===== src/rtl/reset_ctrl_pkg.sv =====
package reset_ctrl_pkg;

   // reset sequence timing; the hold time is set in ns and converted to core clock cycles
   localparam int unsigned CLOCK_HZ = 10_000_000;
   localparam int unsigned MIN_REQ_CYCLES = 2;
   localparam int unsigned RESET_HOLD_NS = 1000;
   localparam int unsigned RESET_HOLD_CYCLES =
      (RESET_HOLD_NS * (CLOCK_HZ / 1_000_000) + 999) / 1000;
   localparam int unsigned CAL_CYCLES = 64;
   localparam int unsigned SYNC_STAGES = 2;

   typedef enum logic [3:0] {
      ST_RESET = 4'h1,
      ST_CAL   = 4'h2,
      ST_READY = 4'h4,
      ST_WAIT  = 4'h8
   } seq_state_t;

   // status carried to the user side and to the phy reset
   typedef struct packed {
      logic done;
      logic in_reset;
      logic calibrating;
   } seq_status_t;

endpackage : reset_ctrl_pkg


===== src/rtl/req_sync.sv =====
`timescale 1ns/1ns
// synchroniser plus rising-edge and pulse-width qualifier for the request
module req_sync #(
   parameter int unsigned STAGES = 2,
   parameter int unsigned MIN_HIGH = 2
) (
   // clock and reset
   input wire logic clock,
   input wire logic rst_b,
   input wire logic clock_en,
   // request
   input wire logic req_in,
   output logic req_valid
);

   logic [STAGES-1:0] sync;
   logic [STAGES-1:0] next_sync;
   logic [7:0] high_count;
   logic [7:0] next_high_count;
   logic next_req_valid;
   logic req_s;

   assign req_s = sync[STAGES-1];

   always_comb begin
      next_sync = {sync[STAGES-2:0], req_in};
      next_req_valid = 1'b0;
      next_high_count = high_count;
      if (!req_s) begin
         next_high_count = 8'h00;
      end else if (high_count < 8'(MIN_HIGH)) begin
         next_high_count = high_count + 8'h01;
         // fires once per pulse, as soon as the pulse has lasted long enough
         next_req_valid = (high_count == 8'(MIN_HIGH - 1));
      end
   end

   always_ff @(posedge clock) begin
      if (!rst_b) begin
         sync <= '0;
         high_count <= 8'h00;
         req_valid <= 1'b0;
      end else if (clock_en) begin
         sync <= next_sync;
         high_count <= next_high_count;
         req_valid <= next_req_valid;
      end
   end

endmodule : req_sync


===== src/rtl/memory_interface_reset_control.sv =====
`timescale 1ns/1ns
// How it works
// a low column reset resets the interface at once, then a full recalibration runs.
// the column reset port is shared by all interfaces in one column and acts on each.
// user logic requests a reset with a low-high-low pulse at least 2 cycles high.
// a valid request pulse resets the interface and then recalibrates it.
// the request is synchronised inside and a pulse of 2 or more cycles is taken only while done is high.
// done rises only once reset and calibration finished and a new request can be taken.
// done stays low for as long as the interface is held in reset.
// the phy reset output asserts asynchronously and releases on the clock edge; rst_b and requests assert it on the clock edge instead.
// done falls in the cycle a request is recognised, and requests are ignored until done.
module memory_interface_reset_control #(
   parameter int unsigned HOLD_CYCLES = reset_ctrl_pkg::RESET_HOLD_CYCLES,
   parameter int unsigned CAL_CYCLES = reset_ctrl_pkg::CAL_CYCLES
) (
   // clock and reset
   input wire logic clock,
   input wire logic rst_b,
   input wire logic clock_en,
   // column-wide reset, active low, asynchronous
   input wire logic column_reset_b,
   // user request and status
   input wire logic soft_reinit_req,
   output logic soft_reinit_done,
   output logic cal_busy,
   // phy domain reset
   output logic phy_reset_b
);

   reset_ctrl_pkg::seq_state_t state;
   reset_ctrl_pkg::seq_state_t next_state;
   logic [15:0] count;
   logic [15:0] next_count;
   logic next_done;
   logic next_busy;
   logic next_phy_reset_b;
   logic req_valid;
   // column release pipeline; only the last stage feeds the state machine
   logic [reset_ctrl_pkg::SYNC_STAGES-1:0] col_pipe;
   logic [reset_ctrl_pkg::SYNC_STAGES-1:0] next_col_pipe;
   logic col_sync_b;
   // status of the next state, carried as one word before it fans out to the pins
   reset_ctrl_pkg::seq_status_t next_status;

   // last count value of a timed state; the event-driven states never reach it
   function automatic logic [15:0] stage_last(input reset_ctrl_pkg::seq_state_t s);
      logic [15:0] last;
      last = 16'h0000;
      case (s)
         reset_ctrl_pkg::ST_RESET: begin
            last = 16'(HOLD_CYCLES - 1);
         end
         reset_ctrl_pkg::ST_CAL: begin
            last = 16'(CAL_CYCLES - 1);
         end
         default: begin
            last = 16'h0000;
         end
      endcase
      return last;
   endfunction : stage_last

   // state entered once a timed state has run its count out
   function automatic reset_ctrl_pkg::seq_state_t stage_after(
      input reset_ctrl_pkg::seq_state_t s
   );
      reset_ctrl_pkg::seq_state_t after;
      after = reset_ctrl_pkg::ST_RESET;
      case (s)
         reset_ctrl_pkg::ST_RESET: begin
            after = reset_ctrl_pkg::ST_CAL;
         end
         reset_ctrl_pkg::ST_CAL: begin
            after = reset_ctrl_pkg::ST_READY;
         end
         default: begin
            after = reset_ctrl_pkg::ST_RESET;
         end
      endcase
      return after;
   endfunction : stage_after

   // pin-level status of a state; done is high only when a new request can be taken
   function automatic reset_ctrl_pkg::seq_status_t status_of(
      input reset_ctrl_pkg::seq_state_t s
   );
      reset_ctrl_pkg::seq_status_t st;
      st.done = (s == reset_ctrl_pkg::ST_READY);
      st.in_reset = (s == reset_ctrl_pkg::ST_RESET);
      st.calibrating = (s == reset_ctrl_pkg::ST_CAL);
      return st;
   endfunction : status_of

   req_sync #(
      .STAGES(reset_ctrl_pkg::SYNC_STAGES),
      .MIN_HIGH(reset_ctrl_pkg::MIN_REQ_CYCLES)
   ) req_sync_inst (
      .clock(clock),
      .rst_b(rst_b),
      .clock_en(clock_en),
      .req_in(soft_reinit_req),
      .req_valid(req_valid)
   );

   // column reset is a true async reset: clear at once, release through a short pipeline
   // each stage copies the one before it; stage 0 takes the released level
   genvar g;
   generate
      for (g = 0; g < reset_ctrl_pkg::SYNC_STAGES; g++) begin : g_col_stage
         if (g == 0) begin : g_first
            assign next_col_pipe[g] = 1'b1;
         end else begin : g_rest
            assign next_col_pipe[g] = col_pipe[g-1];
         end
      end
   endgenerate

   // a low clock enable also holds the release, so no stage runs while frozen
   always_ff @(posedge clock or negedge column_reset_b) begin
      if (!column_reset_b) begin
         col_pipe <= '0;
      end else if (clock_en) begin
         col_pipe <= next_col_pipe;
      end
   end

   // the state machine only ever sees the synchronised release
   assign col_sync_b = col_pipe[reset_ctrl_pkg::SYNC_STAGES-1];

   always_comb begin
      next_state = state;
      next_count = count;
      case (state)
         reset_ctrl_pkg::ST_RESET: begin
            if (count >= stage_last(state)) begin
               next_state = stage_after(state);
               next_count = 16'h0000;
            end else begin
               next_count = count + 16'h0001;
            end
         end
         reset_ctrl_pkg::ST_CAL: begin
            if (count >= stage_last(state)) begin
               next_state = stage_after(state);
               next_count = 16'h0000;
            end else begin
               next_count = count + 16'h0001;
            end
         end
         reset_ctrl_pkg::ST_READY: begin
            // pulses seen while not ready are dropped on purpose
            if (req_valid) begin
               next_state = reset_ctrl_pkg::ST_RESET;
               next_count = 16'h0000;
            end
         end
         reset_ctrl_pkg::ST_WAIT: begin
            // spare code, never entered; handled like a lost state
            next_state = reset_ctrl_pkg::ST_RESET;
            next_count = 16'h0000;
         end
         default: begin
            next_state = reset_ctrl_pkg::ST_RESET;
            next_count = 16'h0000;
         end
      endcase
   end

   // status group: decoded from the next state, so done drops in the cycle of the request
   always_comb begin
      next_status = status_of(next_state);
      next_done = next_status.done;
      next_busy = next_status.calibrating;
      next_phy_reset_b = !next_status.in_reset;
   end

   // column reset forces the reset state asynchronously; the soft reset stays synchronous
   always_ff @(posedge clock or negedge col_sync_b) begin
      if (!col_sync_b) begin
         state <= reset_ctrl_pkg::ST_RESET;
         count <= 16'h0000;
      end else if (!rst_b) begin
         state <= reset_ctrl_pkg::ST_RESET;
         count <= 16'h0000;
      end else if (clock_en) begin
         state <= next_state;
         count <= next_count;
      end
   end

   // pins are registered from the next state, so they change together with the state
   always_ff @(posedge clock or negedge col_sync_b) begin
      if (!col_sync_b) begin
         soft_reinit_done <= 1'b0;
         cal_busy <= 1'b0;
         phy_reset_b <= 1'b0;
      end else if (!rst_b) begin
         soft_reinit_done <= 1'b0;
         cal_busy <= 1'b0;
         phy_reset_b <= 1'b0;
      end else if (clock_en) begin
         soft_reinit_done <= next_done;
         cal_busy <= next_busy;
         phy_reset_b <= next_phy_reset_b;
      end
   end

endmodule : memory_interface_reset_control


===== config.mk =====
export PLATFORM = sky130hd
export DESIGN_NAME = memory_interface_reset_control
export DESIGN_NICKNAME = d
export VERILOG_FILES = /design/src/rtl/reset_ctrl_pkg.sv /design/src/rtl/req_sync.sv /design/src/rtl/memory_interface_reset_control.sv
export SDC_FILE = /design/constraint.sdc
export NUM_CORES = 1
export LEC_CHECK = 0
export ABC_AREA = 1
export BUFFER_PORTS_ARGS = -buffer_cell sky130_fd_sc_hd__buf_2
export CAP_MARGIN = 20
export CORE_MARGIN = 8
export CORE_UTILIZATION = 59
export DETAILED_ROUTE_END_ITERATION = 12
export PLACE_DENSITY_LB_ADDON = 0.08
export SETUP_SLACK_MARGIN = 0.02
export SLEW_MARGIN = 40
export SYNTH_ARGS = -nofsm -noshare
export SYNTH_HDL_FRONTEND = slang
export SYNTH_SLANG_ARGS = --single-unit

===== constraint.sdc =====
create_clock -name clock -period 1.1 [get_ports clock]
set_clock_uncertainty 0.15 [all_clocks]
set_input_delay 0.22 -clock clock [delete_from_list [all_inputs] [get_ports clock]]
set_output_delay 0.22 -clock clock [all_outputs]
set_load 0.05 [all_outputs]

==> results.md <==
* Placement row count at 19
* DRT antenna net count at 0
* Period utilisation layout at 137%
* Worst hold path class: input pin to asynchronous set/reset pin
* Fmax at 0.663 GHz
* Unrepaired setup endpoints after global routing: true
* Clock Latency Late Sink at 0.34 ns
* Synth warnings at 0
* Status: finished, violations left
* Area Growth Syn to Fin at 32.4%
* Setup WS post-layout at -0.408 ns
* Cells after Synth at 213
* Syn Area/Cell at 7.81 um2
* Pins Over Slew Limit at 0
* Max-slew headroom at 80.7%
* FFs w/ async S/R, synth at 69.4%
* Crit Path Max Fanout at 4
* Met3 Use GR at around 4.4%
* Synth Register Bits at 36
* Violation count after the first detailed-route iteration at 111
* Critical Path RT at 1.22 ns
* # IOs at 8
* Vias in the first global route at about 1500
* CTS Buffer Depth at 2
* Drt first pass iters at 5
* Clock transition at path regs at 0.10 ns
* Fin area at 2200 um2
* Initial antenna violation count at 0
* Fin util at 81.3%
* Top cells by area, synth: dfrtp_1 36%, dfxtp_1 13%, nand2_1 12%
* Dpl cells at about 280
* CTS buffer count at 5
* Die ar. at 4780 um2
* Share of layout cells above drive strength 1 at between 30 and 40%
* Netlist cell types at 23
* Count leader, synth: nand2_1
* Mapped Nets at 223
* Power density cells at between 1000 and 1500 nW/um2
* Leak Pwr at 1.11 nW
* Gr busiest metal: met2
* Root buf cell: clkbuf_4
* WL per Instance at 12.6 um
* Worst Setup Path Type: register to register
* Ant. Diodes at 0
* Worst-margin pin slew at 0.289 ns
* Final Hold Fails at 0
* Final non-filler cell total at 292
* Crit path capture type: register
* Global-route wire length before repair at between 6000 and 7000 um
* Total Neg Setup Slack at -10.89 ns
* # setup viols final at 34
* Failing checks: negative setup slack
* DP Area at 1950 um2
* Via count at 1499
* CTS HTree Levels at 2
* Via/cell ratio at 5.13
* Synth area leader: dfrtp_1
* Setup crit start kind: register
* GRT overflow at 0
* Largest net degree at the start of global routing at 24
* Post-synth EDFFs at 0
* Met2 Resource Use GR at 28.5%
* Top cells by count, synth: 54 x nand2_1, 36 x inv_1, 32 x nor2_1
* All-layer global routing usage at 15.5%
* Post-synth top area share at 36.1%
* Nets at between 200 and 300
* M1 GR Usage at 15.5%
* Post-layout min period at 1.51 ns
* GPL Wtd Cong at 0.851
* Die width at 69.1 um
* Max_cap viols at 0
* Sink Count at 36
* Fill count at 174
* Initial Util at 61.4%
* Core area at between 2000 and 3000 um2
* Chip Height at 69.1 um
* Flop-to-flop setup slack at -0.41 ns
* I/O Buffers at 7
* Mapped Area at 1660 um2
* Post-Route WL at between 3000 and 4000 um
* Critical Path AT at roughly 1.6 ns
* Peak VDD IR at 968 uV
* Detailed placement HPWL at 2520 um
* Sequential fraction of the synthesis area at 50.9%
* Drc violations at 0
* Post-synth top flop: dfrtp_1
* CTS tree: yes
## cell families (layout without fill, tap and decap cells)
kind of cell	after synthesis	in the layout	share of synthesized area (%)
AND/OR/NAND/NOR	114	114	29.3
buffers and inverters	39	87	9.25
flip-flops	36	36	50.9
AO/OA/AOI/OAI	18	18	6.24
adder cells (fa/ha/maj)	5	5	3.76
XOR/XNOR	1	1	0.526
## state kept, by name (all words and copies together) (netlist names)
signal	cells
req_sync_inst.req_valid	1
soft_reinit_done	1
phy_reset_b	1
count	16
state	4
col_pipe	2
req_sync_inst.sync	2
cal_busy	1
req_sync_inst.high_count	8
## timing repair
action | CTS | global route
pin swaps | 3 | 7
endpoints found under the setup margin | 34 | 34
gates resized for setup | 30 | 13
buffers inserted | 2 | 4
hold endpoints to repair | 3 | 0
hold buffers | 2 | 0
## stage by stage
step / power, W / setup WS, ns / hold slack (ns)
floorplan: 0.00152 / -0.256 / -0.226
global placement: 0.00161 / -0.362 / -0.147
detailed placement: 0.00163 / -0.424 / -0.141
CTS: 0.00247 / -0.406 / 0.0341
global route: 0.00256 / -0.499 / 0.0482
finish: 0.00248 / -0.408 / 0.0524
## area by class of cell
class | instances | area (um2) | area share (%)
inverter | 38 | 153 | 6.93
clock buffer | 8 | 68.8 | 3.12
sequential | 36 | 852 | 38.7
multi-input combinational | 138 | 764 | 34.7
timing repair buffer | 41 | 327 | 14.8
tap | 31 | 38.8 | 1.76
## worst paths after layout
check / start / end / depth (start not counted)
max: count[0] / count[0] / 8
min: column_reset_b / col_pipe[1] / 2
max reg2reg: count[0] / count[0] / 8
min reg2reg: col_pipe[1] / count[9] / 1
max in group asynchronous: col_pipe[1] / state[0] / 1
min in group clock: clock_en / col_pipe[0] / 3
## power breakdown
group | internal [W] | switching (W)
Clock | 0.000376 | 0.000427
Combinational | 0.000127 | 0.000176
Sequential | 0.00134 | 0.0000274
Total | 0.00185 | 0.000631
## cells in the final DEF (no fill, tap or decap), drive strengths merged
cell type,count
nand2,59
buf,39
inv,38
nor2,35
dfrtp,24
nand3,11
dfxtp,11
clkbuf,8
a21oi,8
o21ai,7
nand4,6
ha,5
o21bai,2
dlygate4sd3,2
or2,2
o22ai,1
nor3,1
xnor2,1
dfstp,1
## worst max-delay path, cell delays in order, from the launching register on
cell	delay, ns
dfrtp_2	0.47
ha_2	0.21
inv_2	0.07
nor2_2	0.04
nand2_1	0.08
nand4_1	0.11
nand2_1	0.10
nand2_2	0.08
o21ai_1	0.13
## metal layers
layer / part of all wire (%) / vias to the layer above / wire length, um
met3: 3.2 / 10 / 118
met5: 0 / - / 0
met1: 41 / 713 / 1520
li1: - / 749 / -
met4: 2.5 / 0 / 90
met2: 53 / 27 / 1940
Power figures use the tool's default switching activity.
